===== src/core/lsr_params.svh =====
/*
  Constants for the line status readback block: register indices, field
  positions, reset values and counts. Definitions only; included by name.
*/
`ifndef LSR_PARAMS_SVH
`define LSR_PARAMS_SVH

// register indices; byte address is four times the index
`define LSR_IDX_NOISE_MARGIN 4'h2
`define LSR_IDX_COEF_LOW 4'h3
`define LSR_IDX_COEF_HIGH 4'h4
`define LSR_IDX_TRAIN_SUBSTATE 4'h5
`define LSR_IDX_GAIN_STATE 4'h6
`define LSR_IDX_COEF_SELECT 4'h3
`define LSR_IDX_CONTROL 4'h8

// reset values
`define LSR_RST_COEF_SELECT 8'h00
`define LSR_RST_CONTROL 8'h00
`define LSR_RST_BYTE 8'h00
`define LSR_RST_WORD 16'h0000

// control register field
`define LSR_CTRL_RT_MODE 0

// combined gain register field positions
`define LSR_GS_ST2 7
`define LSR_GS_ST1 6
`define LSR_GS_DG_HI 5
`define LSR_GS_DG_LO 4
`define LSR_GS_ST0 3
`define LSR_GS_AG_HI 2
`define LSR_GS_AG_LO 0

// noise margin reload interval in baud intervals
`define LSR_NM_BAUDS 64

// substate codes
`define LSR_SUB_NONE 4'h0
`define LSR_SUB_1 4'h1
`define LSR_SUB_2 4'h2
`define LSR_SUB_3 4'h3
`define LSR_SUB_4 4'h4
`define LSR_SUB_5 4'h5
`define LSR_SUB_6 4'h6
`define LSR_SUB_7 4'h7
`define LSR_SUB_8 4'h8

`endif


===== src/core/lsr_pkg.sv =====
/*
  Types for the line status readback block: activation states, training
  phases and the bus slave state machine.
  Assumes lsr_params.svh sits beside it for the numeric constants.
*/
package lsr_pkg;

  // three-bit activation state of the activation machine
  typedef enum logic [2:0] {
    LSR_ACT_INACTIVE = 3'h0,
    LSR_ACT_ACTIVATING = 3'h1,
    LSR_ACT_ACTIVE_RUN = 3'h2,
    LSR_ACT_ACTIVE_EXP = 3'h3,
    LSR_ACT_PEND_DEACT = 3'h4,
    LSR_ACT_DEACTIVATED = 3'h5,
    LSR_ACT_UNUSED6 = 3'h6,
    LSR_ACT_UNUSED7 = 3'h7
  } lsr_act_state_t;

  // training phase reported by the activation machine
  typedef enum logic [3:0] {
    LSR_PH_NONE = 4'h0,
    LSR_PH_WAIT = 4'h1,
    LSR_PH_PRE_GAIN = 4'h2,
    LSR_PH_PRE_ECHO_CANCEL = 4'h3,
    LSR_PH_SIGNAL_DETECT = 4'h4,
    LSR_PH_GAIN_ADAPT = 4'h5,
    LSR_PH_ECHO_CANCEL = 4'h6,
    LSR_PH_FIRST_LOCK = 4'h7,
    LSR_PH_SECOND_LOCK = 4'h8,
    LSR_PH_FOUR_LEVEL_DETECT = 4'h9,
    LSR_PH_FRAME_DETECT = 4'hA
  } lsr_phase_t;

  // bus slave states, gray along idle -> ack
  typedef enum logic [1:0] {
    LSR_BUS_IDLE = 2'b00,
    LSR_BUS_ACK = 2'b01
  } lsr_bus_state_t;

endpackage


===== src/core/lsr_coef_if.sv =====
/*
  Carrier between the register front and the coefficient capture store.
  Assumes both ends run on core_clk.
*/
`timescale 1ns/1ps
interface lsr_coef_if;
  logic capture;
  logic [15:0] word_in;
  logic low_read;
  logic [7:0] low_byte;
  logic [7:0] high_byte;

  modport front
  (
    output capture,
    output word_in,
    output low_read,
    input low_byte,
    input high_byte
  );

  modport store
  (
    input capture,
    input word_in,
    input low_read,
    output low_byte,
    output high_byte
  );
endinterface


===== src/core/lsr_top.sv =====
/*
  Line status readback registers behind a classic Wishbone slave: noise
  margin, coefficient word bytes, training substate and combined gain and
  activation state, plus the coefficient select and a mode control word.
  Assumes all inputs are synchronous to core_clk, baud_tick is a one-cycle
  pulse per baud, and the datapath returns the selected coefficient on
  coef_word_in.
*/
// The implementer's own choice: the Wishbone register port.
`timescale 1ns/1ps
`include "lsr_params.svh"

// Functional notes
// - noise margin reads as an 8-bit two's-complement count of half decibels.
// - the coefficient word holds the coefficient named by the last value written to coefficient select.
// - the coefficient word is refreshed on each rising edge of the receive symbol clock.
// - the coefficient word reads as low byte at index 3 and high byte at index 4.
// - in central-office mode substates 1 to 8 code pre-gain through frame detect.
// - in remote-terminal mode substates 1 to 7 code wait through frame detect, 8 unused.
// - the substate reads zero unless the activation state is activating.
// - activation state bits 2, 1, 0 sit at b7, b6 and b3 of the combined register.
// - b5-b4 of the combined register hold the digital gain step, gain two to the n.
// - b2-b0 of the combined register hold the analog gain step, -12 dB plus 2 dB per code.
// - the gain fields mirror the digital setting and the analog front end report.
// - noise margin is readable always but reloaded only once per 64 baud intervals.
// - activation state codes 0 to 5 are inactive to deactivated, 6 and 7 unused.
module lsr_top
#(
  parameter int NM_BAUDS = `LSR_NM_BAUDS
)
(
  input wire logic core_clk,
  input wire logic sys_rst,
  input wire logic [5:0] wb_adr_i,
  input wire logic [31:0] wb_dat_i,
  output logic [31:0] wb_dat_o,
  input wire logic wb_we_i,
  input wire logic [3:0] wb_sel_i,
  input wire logic wb_cyc_i,
  input wire logic wb_stb_i,
  output logic wb_ack_o,
  input wire logic baud_tick,
  input wire logic [7:0] noise_margin_calc,
  input wire logic receive_symbol_clock,
  input wire logic [15:0] coef_word_in,
  output logic [7:0] coefficient_select,
  input wire lsr_pkg::lsr_act_state_t act_state,
  input wire lsr_pkg::lsr_phase_t train_phase,
  input wire logic [1:0] digital_gain_setting,
  input wire logic [2:0] analog_gain_step,
  output logic rt_mode
);
  import lsr_pkg::*;

  localparam int NM_W = $clog2(NM_BAUDS + 1);

  // map a training phase to its substate code for the selected mode
  function automatic logic [3:0] substate_code(input lsr_phase_t ph, input logic rt);
    logic [3:0] code;
    code = `LSR_SUB_NONE;
    if (rt)
    begin
      unique case (ph)
        LSR_PH_WAIT: code = `LSR_SUB_1;
        LSR_PH_GAIN_ADAPT: code = `LSR_SUB_2;
        LSR_PH_ECHO_CANCEL: code = `LSR_SUB_3;
        LSR_PH_FIRST_LOCK: code = `LSR_SUB_4;
        LSR_PH_SECOND_LOCK: code = `LSR_SUB_5;
        LSR_PH_FOUR_LEVEL_DETECT: code = `LSR_SUB_6;
        LSR_PH_FRAME_DETECT: code = `LSR_SUB_7;
        default: code = `LSR_SUB_NONE;
      endcase
    end
    else
    begin
      unique case (ph)
        LSR_PH_PRE_GAIN: code = `LSR_SUB_1;
        LSR_PH_PRE_ECHO_CANCEL: code = `LSR_SUB_2;
        LSR_PH_SIGNAL_DETECT: code = `LSR_SUB_3;
        LSR_PH_GAIN_ADAPT: code = `LSR_SUB_4;
        LSR_PH_ECHO_CANCEL: code = `LSR_SUB_5;
        LSR_PH_FIRST_LOCK: code = `LSR_SUB_6;
        LSR_PH_SECOND_LOCK: code = `LSR_SUB_6;
        LSR_PH_FOUR_LEVEL_DETECT: code = `LSR_SUB_7;
        LSR_PH_FRAME_DETECT: code = `LSR_SUB_8;
        default: code = `LSR_SUB_NONE;
      endcase
    end
    return code;
  endfunction

  // place a byte in the low lane of a bus word
  function automatic logic [31:0] lane0(input logic [7:0] b);
    return {24'h000000, b};
  endfunction

  lsr_coef_if cif();

  lsr_bus_state_t bus_reg;
  lsr_bus_state_t bus_next;
  logic [31:0] rdata_reg;
  logic [31:0] rdata_next;
  logic [7:0] sel_reg;
  logic [7:0] sel_next;
  logic [7:0] ctrl_reg;
  logic [7:0] ctrl_next;
  logic [7:0] nm_reg;
  logic [7:0] nm_next;
  logic [NM_W-1:0] baud_cnt_reg;
  logic [NM_W-1:0] baud_cnt_next;
  logic [7:0] sub_reg;
  logic [7:0] sub_next;
  logic [7:0] gs_reg;
  logic [7:0] gs_next;
  logic rsc_reg;
  logic [3:0] idx;
  logic req;

  assign idx = wb_adr_i[5:2];
  assign req = wb_cyc_i && wb_stb_i && (bus_reg == LSR_BUS_IDLE);

  // bus slave: one wait-free ack cycle, then back to idle
  always_comb
  begin
    bus_next = bus_reg;
    unique case (bus_reg)
      LSR_BUS_IDLE:
      begin
        if (wb_cyc_i && wb_stb_i)
        begin
          bus_next = LSR_BUS_ACK;
        end
      end
      LSR_BUS_ACK:
      begin
        bus_next = LSR_BUS_IDLE;
      end
      default:
      begin
        bus_next = LSR_BUS_IDLE;
      end
    endcase
  end

  // read mux; reads only copy values out, nothing is cleared
  always_comb
  begin
    rdata_next = rdata_reg;
    if (req && !wb_we_i)
    begin
      unique case (idx)
        `LSR_IDX_NOISE_MARGIN: rdata_next = lane0(nm_reg);
        `LSR_IDX_COEF_LOW: rdata_next = lane0(cif.low_byte);
        `LSR_IDX_COEF_HIGH: rdata_next = lane0(cif.high_byte);
        `LSR_IDX_TRAIN_SUBSTATE: rdata_next = lane0(sub_reg);
        `LSR_IDX_GAIN_STATE: rdata_next = lane0(gs_reg);
        `LSR_IDX_CONTROL: rdata_next = lane0(ctrl_reg);
        default: rdata_next = 32'h00000000; // unmapped reads zero
      endcase
    end
  end

  // low-byte read takes the high-byte snapshot in the same edge
  assign cif.low_read = req && !wb_we_i && (idx == `LSR_IDX_COEF_LOW);

  // writable words; writes to status indices fall through untouched
  always_comb
  begin
    sel_next = sel_reg;
    ctrl_next = ctrl_reg;
    if (req && wb_we_i && wb_sel_i[0])
    begin
      if (idx == `LSR_IDX_COEF_SELECT)
      begin
        sel_next = wb_dat_i[7:0];
      end
      else if (idx == `LSR_IDX_CONTROL)
      begin
        ctrl_next = wb_dat_i[7:0];
      end
    end
  end

  // noise margin reload every NM_BAUDS baud ticks; held value in between
  always_comb
  begin
    baud_cnt_next = baud_cnt_reg;
    nm_next = nm_reg;
    if (baud_tick)
    begin
      if (baud_cnt_reg == NM_W'(NM_BAUDS - 1))
      begin
        baud_cnt_next = '0;
        nm_next = noise_margin_calc;
      end
      else
      begin
        baud_cnt_next = baud_cnt_reg + NM_W'(1);
      end
    end
  end

  // substate forced to zero outside the activating state
  always_comb
  begin
    sub_next = 8'h00;
    if (act_state == LSR_ACT_ACTIVATING)
    begin
      sub_next = {4'h0, substate_code(train_phase, ctrl_reg[`LSR_CTRL_RT_MODE])};
    end
  end

  // combined gain and activation state word
  always_comb
  begin
    gs_next = 8'h00;
    gs_next[`LSR_GS_ST2] = act_state[2];
    gs_next[`LSR_GS_ST1] = act_state[1];
    gs_next[`LSR_GS_ST0] = act_state[0];
    gs_next[`LSR_GS_DG_HI:`LSR_GS_DG_LO] = digital_gain_setting;
    gs_next[`LSR_GS_AG_HI:`LSR_GS_AG_LO] = analog_gain_step;
  end

  // symbol clock is sampled as a plain synchronous input; capture on rise
  assign cif.capture = receive_symbol_clock && !rsc_reg;
  assign cif.word_in = coef_word_in;

  // bus state and read data; read data stays put between reads
  always_ff @(posedge core_clk)
  begin
    if (sys_rst)
    begin
      bus_reg <= LSR_BUS_IDLE;
      rdata_reg <= 32'h00000000;
    end
    else
    begin
      bus_reg <= bus_next;
      rdata_reg <= rdata_next;
    end
  end

  // host-written words: coefficient select and mode control
  always_ff @(posedge core_clk)
  begin
    if (sys_rst)
    begin
      sel_reg <= `LSR_RST_COEF_SELECT;
      ctrl_reg <= `LSR_RST_CONTROL;
    end
    else
    begin
      sel_reg <= sel_next;
      ctrl_reg <= ctrl_next;
    end
  end

  // noise margin and its baud counter; the count restarts with reset
  always_ff @(posedge core_clk)
  begin
    if (sys_rst)
    begin
      nm_reg <= `LSR_RST_BYTE;
      baud_cnt_reg <= '0;
    end
    else
    begin
      nm_reg <= nm_next;
      baud_cnt_reg <= baud_cnt_next;
    end
  end

  // status sampling, one cycle behind the inputs
  always_ff @(posedge core_clk)
  begin
    if (sys_rst)
    begin
      sub_reg <= `LSR_RST_BYTE;
      gs_reg <= `LSR_RST_BYTE;
    end
    else
    begin
      sub_reg <= sub_next;
      gs_reg <= gs_next;
    end
  end

  // last symbol clock sample for the rise detector; reset low, so a
  // symbol clock already high at release gives one early capture
  always_ff @(posedge core_clk)
  begin
    if (sys_rst)
    begin
      rsc_reg <= 1'b0;
    end
    else
    begin
      rsc_reg <= receive_symbol_clock;
    end
  end

  lsr_coef_store u_store
  (
    .core_clk(core_clk),
    .sys_rst(sys_rst),
    .cif(cif.store)
  );

  // outputs
  assign wb_ack_o = (bus_reg == LSR_BUS_ACK);
  assign wb_dat_o = rdata_reg;
  assign coefficient_select = sel_reg;
  assign rt_mode = ctrl_reg[`LSR_CTRL_RT_MODE];
endmodule


===== src/core/lsr_coef_store.sv =====
/*
  Coefficient word store: captures the selected coefficient word on each
  receive symbol clock rising edge and keeps a high-byte snapshot taken when the
  low byte is read, so both bytes come from one capture.
  Assumes capture and low_read are one-cycle pulses on core_clk.
*/
`timescale 1ns/1ps
`include "lsr_params.svh"
module lsr_coef_store
(
  input wire logic core_clk,
  input wire logic sys_rst,
  lsr_coef_if.store cif
);
  import lsr_pkg::*;

  logic [15:0] word_reg;
  logic [15:0] word_next;
  logic [7:0] high_hold_reg;
  logic [7:0] high_hold_next;

  // capture and snapshot; a capture in the same cycle as a low read
  // does not disturb the snapshot, which takes the older word
  always_comb
  begin
    word_next = word_reg;
    high_hold_next = high_hold_reg;
    if (cif.low_read)
    begin
      high_hold_next = word_reg[15:8];
    end
    if (cif.capture)
    begin
      word_next = cif.word_in;
    end
  end

  always_ff @(posedge core_clk)
  begin
    if (sys_rst)
    begin
      word_reg <= `LSR_RST_WORD;
      high_hold_reg <= `LSR_RST_BYTE;
    end
    else
    begin
      word_reg <= word_next;
      high_hold_reg <= high_hold_next;
    end
  end

  // read data straight from registers
  assign cif.low_byte = word_reg[7:0];
  assign cif.high_byte = high_hold_reg;
endmodule


===== config.mk =====
export PLATFORM = sky130hd
export DESIGN_NAME = lsr_top
export DESIGN_NICKNAME = d
export VERILOG_FILES = /design/src/core/lsr_pkg.sv /design/src/core/lsr_coef_if.sv /design/src/core/lsr_top.sv /design/src/core/lsr_coef_store.sv
export VERILOG_INCLUDE_DIRS = /design/src /design/src/core
export SDC_FILE = /design/constraint.sdc
export NUM_CORES = 1
export LEC_CHECK = 0
export BUFFER_PORTS_ARGS = -buffer_cell sky130_fd_sc_hd__buf_2
export CORE_UTILIZATION = 45
export CTS_BUF_LIST = sky130_fd_sc_hd__clkbuf_8
export DETAILED_ROUTE_END_ITERATION = 7
export PLACE_DENSITY = 0.76
export SYNTH_ARGS = -nofsm -noshare
export SYNTH_HDL_FRONTEND = slang
export SYNTH_SLANG_ARGS = --single-unit

===== constraint.sdc =====
create_clock -name core_clk -period 2.6 [get_ports core_clk]
set_input_delay 0.26 -clock core_clk [delete_from_list [all_inputs] [get_ports core_clk]]
set_output_delay 0.26 -clock core_clk [all_outputs]
set_load 0.02 [all_outputs]

# After elaboration in Yosys (flattened, before gate mapping)
# Memories as Yosys holds them, arrays and structs flattened.
# Index checks and enable logic that the tools add are counted.
# word_totals
register_bits	105
mem_count	1
romBits	64
input_bits	85
out_inout_bits	42
# classes
bitwise	3
eq_ne	15
muxes	4
add_sub_neg	1
n_reduce_logical	15
# memory_table
memory	depth	width	read_ports	rd_ports_with_merged_regs	write_ports	line_no	text
(no name shown)	16	4	1	0	0	lsr_top.sv:76	unique case (ph)
# ops
operator	count
$pmux W8 S6	1
$eq A4 B3 Y1 const B	6
$pmux W3 S7	1
$eq A4 B4 Y1 const B	4
$eq A4 B2 Y1 const B	2
$add A7 B1 Y7 const B	1
$eq A7 B6 Y1 const B	1
$logic_and A1 B1 Y1	7
$mux W7	1
$eq A4 B1 Y1 const B	1
$mux W4	1
$reduce_and A2 Y1	2
$reduce_or A2 Y1	2
$eq A3 B1 Y1 const B	1
$not A1 Y1	3
$reduce_and A3 Y1	1
$logic_not A1 Y1	2
$logic_not A2 Y1	1

# Longest topological paths before layout
# logic_depth
word_depth	5
depth_mapped	6

# Cells and area by module
# Synthesis repeated with hierarchy kept, for this count alone.
# unflattened
cells_unflattened	370
area_unflattened_um2	3574.7
# by_module_without_submodules
module	area_each_um2	n_inst	cells_per_inst
lsr_top	2656.3	1	285
lsr_coef_store	918.4	1	85

# Least setup slack after synthesis
# No wires, ideal clock.
# synth_timing
path_type	input -> register
from	in wb_adr_i[2]
to	reg ctrl_reg[0]
arrival_time_ns	1.622
path_buffers	2
path_stages	6
setup_ns	0.124
t_required_ns	2.476
setup_slack_ns	0.854
path_cell_list	clkbuf_8 -> nor4b_1 -> nor3b_1 -> buf_4 -> mux2i_1 -> nor2_1
# synth_between
elab_chain_cells	3
elab_cells_between_ends	4
cone_classes	eq/ne: 2; bitwise: 1; reduce/logical: 1
# synth_rtl
item	line_no	text
start, declared	lsr_top.sv:34	input wire logic [5:0] wb_adr_i,
$eq A4 B2 Y1	--	
$not A1 Y1 (no line)	--	
$reduce_and A3 Y1 (no line) *	--	
end signal, assigned	lsr_top.sv:249	ctrl_reg <= `LSR_RST_CONTROL;
end signal, assigned	lsr_top.sv:254	ctrl_reg <= ctrl_next;
end, declared	lsr_top.sv:105	logic [7:0] ctrl_reg;
# Mark *: on every way between the ends. The rest lies on a longest branch, timed or not.
# A chain may end at the register's enable or synchronous reset.

# Final worst setup path
# layout_timing
from	reg bus_reg[0]
to	reg u_store.high_hold_reg[2], in the netlist u_store.cif.high_byte[2]
# layout_between
elab_chain_cells	4
# layout_rtl
item	line_no	text
start, declared	lsr_top.sv:99	lsr_bus_state_t bus_reg;
start signal, assigned	lsr_top.sv:238	bus_reg <= bus_next;
$logic_not A2 Y1	lsr_top.sv:120	assign req = wb_cyc_i && wb_stb_i && (bus_reg == LSR_BUS_IDLE);
$logic_and A1 B1 Y1	lsr_top.sv:120	
$logic_and A1 B1 Y1 (2 in a row)	lsr_top.sv:164	assign cif.low_read = req && !wb_we_i && (idx == `LSR_IDX_COEF_LOW);
end signal, assigned	lsr_coef_store.sv:43	high_hold_reg <= `LSR_RST_BYTE;
end signal, assigned	lsr_coef_store.sv:48	high_hold_reg <= high_hold_next;
end, declared	lsr_coef_store.sv:19	logic [7:0] high_hold_reg;
# Every way passes these cells.

==> results by group <==
Yosys
  – Number of enable flip-flop cells after synthesis: 0
  – Count of warnings emitted by yosys: 0
  – Cell variety after synth: 46
  – Mean post-synth cell area: 9.33 sq um
  – Async set or reset register ratio after synthesis: 0%
  – Sequential area share after synthesis: between 40% and 50%
  – Most used DFF post-synth: dfxtp_1
  – Synthesized netlist cell count: approximately 370
  – Post-synthesis cell area: between 3000 and 4000 sq um
  – FF+latch count, synth: 77

Hold path
  – Origin of the worst min-delay path: analog_gain_step[0]
  – Capture endpoint of the worst hold path: gs_reg[0]
  – Number of cells traversed by the worst hold path: 2
  – Hold WC Path Type: input port to register

Clock network
  – CTS Buf Count: 9
  – Number of clock sinks: 77
  – CTS root buffer: clkbuf_8
  – Resize count post-CTS: 0
  – TritonCTS clock tree: built
  – Post-CTS setup repair buffer count: 0
  – Latest clock arrival within the worst-skew pair: between 0.3 and 0.4 ns
  – CTS H-tree depth: 3
  – Post-CTS Hold Buffers: 0
  – Post-CTS clock slew at the launch and capture registers of the worst setup and hold paths: about 0.08 ns
  – Maximum number of buffers from clock root to sink: 2

STA
  – Final Setup Violations: 0
  – Maximum clock frequency: 573 MHz
  – Relative slew slack: a little over 50%
  – Unrepaired setup endpoints after global routing: false
  – Final worst-path cycle share: 67.1%
  – Minimum period implied by the final worst setup slack: ~1.7 ns
  – Worst hold slack: between 0.1 and 0.15 ns
  – Transition time of the tightest slew-check pin: 0.729 ns
  – Setup TNS: 0 ns
  – Number of hold violations in the final report: 0
  – Clock tree skew after final layout: between 0.006 and 0.007 ns
  – Max Transition Viols Final: 0

Placed design
  – Gpl congestion: 0.845
  – Hpwl dp: approximately 5 mm
  – Area after detailed placement: around 3700 sq um
  – I/O Buffers: between 70 and 80

Power
  – Worst ir drop on vdd: between 200 and 250 uV
  – Power density relative to cell area: around 620 nW/um^2
  – Leakage: around 1.7 nW

Critical path
  – Startpoint types: register
  – Reg-to-Reg End: u_store.cif.high_byte[2]
  – Data arrival at the endpoint of the critical path: 1.96 ns
  – Type of the setup path with the least slack: register to register
  – Required @ worst endpoint: between 2 and 3 ns
  – Reg2Reg Depth: 4
  – Maximum fanout along the worst path: 8
  – Flop2flop setup slack: between 0.8 and 0.9 ns
  – Launch point of the worst reg-to-reg path: bus_reg[0]
  – Kind of end point of the critical path: register

Route
  – Average routed wire per standard cell: 12.9 um
  – Final ANT Viol Nets: 0
  – First-pass iteration count of the detailed router: 4
  – Total number of vias: 2707
  – DR vias/cell: approximately 5.0
  – Number of design rule violations left after detail routing: 0
  – Initial DRC count: approximately 110
  – Total wirelength of the detailed-routed design: about 7 mm

Floorplanning
  – I/O pin count: between 100 and 150
  – Initial standard-cell utilization of the core: between 40% and 50%
  – Std-Cell Rows: 31
  – Die Outline Area: slightly below 8000 sq um
  – Y dimension of the die: between 80 and 90 um
  – Die outline width: a little under 90 um
  – Core Box Area: about 7300 sq um

Outcome
  – Run status: completed

GRT
  – Largest net degree at the start of global routing: 43
  – Aggregate global routing overflow: 0
  – Antenna violations before repair: 0
  – Number of global-route vias before repair: 2385
  – Global Route Usage Sum: between 10% and 20%
  – Wire length of the first global-routing pass: around 11 mm

Final layout
  – Number of flip-flops under the largest register name: 16
  – Fraction of final layout cells with drive strength greater than 1: between 20 and 25%
  – Post-synthesis to final-layout area growth: 16.4%
  – Design Area, Final: between 3000 and 4000 sq um
  – Final net count: ~530
  – # diodes: 0

Run
  – MaxCap Viol Count: 0
-- synth_stat cells, types with 5 or more instances --
cell type  instances  area share (%)
a21oi_1           18             2.6
buf_4             25             5.5
clkbuf_1          11             1.2
dfxtp_1           77              45
ha_1               6             2.2
mux2_2             5             1.6
mux2i_1           42              12
nand2_1           44             4.8
nor2_1            44             4.8
nor2b_1           13             2.4
nor3b_1            5             1.1
o21ai_0           11             1.6
o22ai_1            5            0.92
-- per-layer routing --
layer	share of wire, %	wire [um]	vias up	track usage [%]
met5	0	0	-	0
met4	0.88	61	0	6.49
met3	4.4	306	5	4.80
met2	50	3510	72	30.1
met1	44	3090	1271	22.5
li1	-	-	1359	-
-- cells by family after synthesis --
logic type	after synthesis	synth area share, %
XOR/XNOR	4	1.03
AND/OR/NAND/NOR	126	17.6
adder cells (fa/ha/maj)	6	2.20
flip-flops	77	45.1
other	1	0.110
multiplexers	47	14.0
AO/OA/AOI/OAI	58	11.0
buffers and inverters	47	8.98
-- power breakdown --
group	leakage, nW	total (W)	switching (W)	internal, W
registers	0.626	0.00122	0.0000120	0.00120
clock network	0.121	0.00106	0.000429	0.000634
logic	0.969	0.000206	0.000130	0.0000754
-- area by class of cell --
class,count,area [sq um]
Fill cell,650,3320
Multi-Input combinational cell,265,1650
Sequential cell,77,1540
Timing Repair Buffer,78,403
Clock buffer,9,124
Tap cell,99,124
Clock inverter,7,115
Inverter,4,15.0
-- worst max-delay path, cell delays in order, from the launching register on --
cell      delay [ns]
dfxtp_1         0.32
nor4bb_1        0.41
nand3_1         0.49
mux2i_1         0.32
nor2_1          0.07
-- placed cells by master, fill, tap and decap left out, drive strengths merged, types with 6 or more instances in the layout --
cell    synthesis  routed
buf            29      78
dfxtp          77      77
nand2          44      44
nor2           44      44
mux2i          42      42
conb            1      24
a21oi          18      18
nor2b          13      13
o21ai          12      12
clkbuf         12       9
ha              6       6
-- worst max-delay path by stage --
stage,startpoint,to,slack (ns),cells after the start
after floorplan,wb_adr_i[2],ctrl_reg[0],0.85,6
after global placement,wb_adr_i[5],coefficient_select[4],0.63,5
after detailed placement,wb_adr_i[5],coefficient_select[5],0.59,5
after CTS,bus_reg[0],u_store.cif.high_byte[2],0.84,4
after global routing,bus_reg[0],coefficient_select[6],0.75,4
final,bus_reg[0],u_store.cif.high_byte[2],0.86,4
-- stage by stage --
stage / utilization [%] / setup WS, ns / power [W] / instances
after floorplan: - / 0.854 / 0.00140 / 389
after global placement: 51.2 / 0.630 / 0.00144 / 523
after detailed placement: 51.2 / 0.593 / 0.00145 / 523
after CTS: 54.5 / 0.840 / 0.00250 / 539
after global routing: 54.5 / 0.746 / 0.00259 / 539
final: 54.5 / 0.855 / 0.00248 / 539
(Power assumes the default switching activity.)
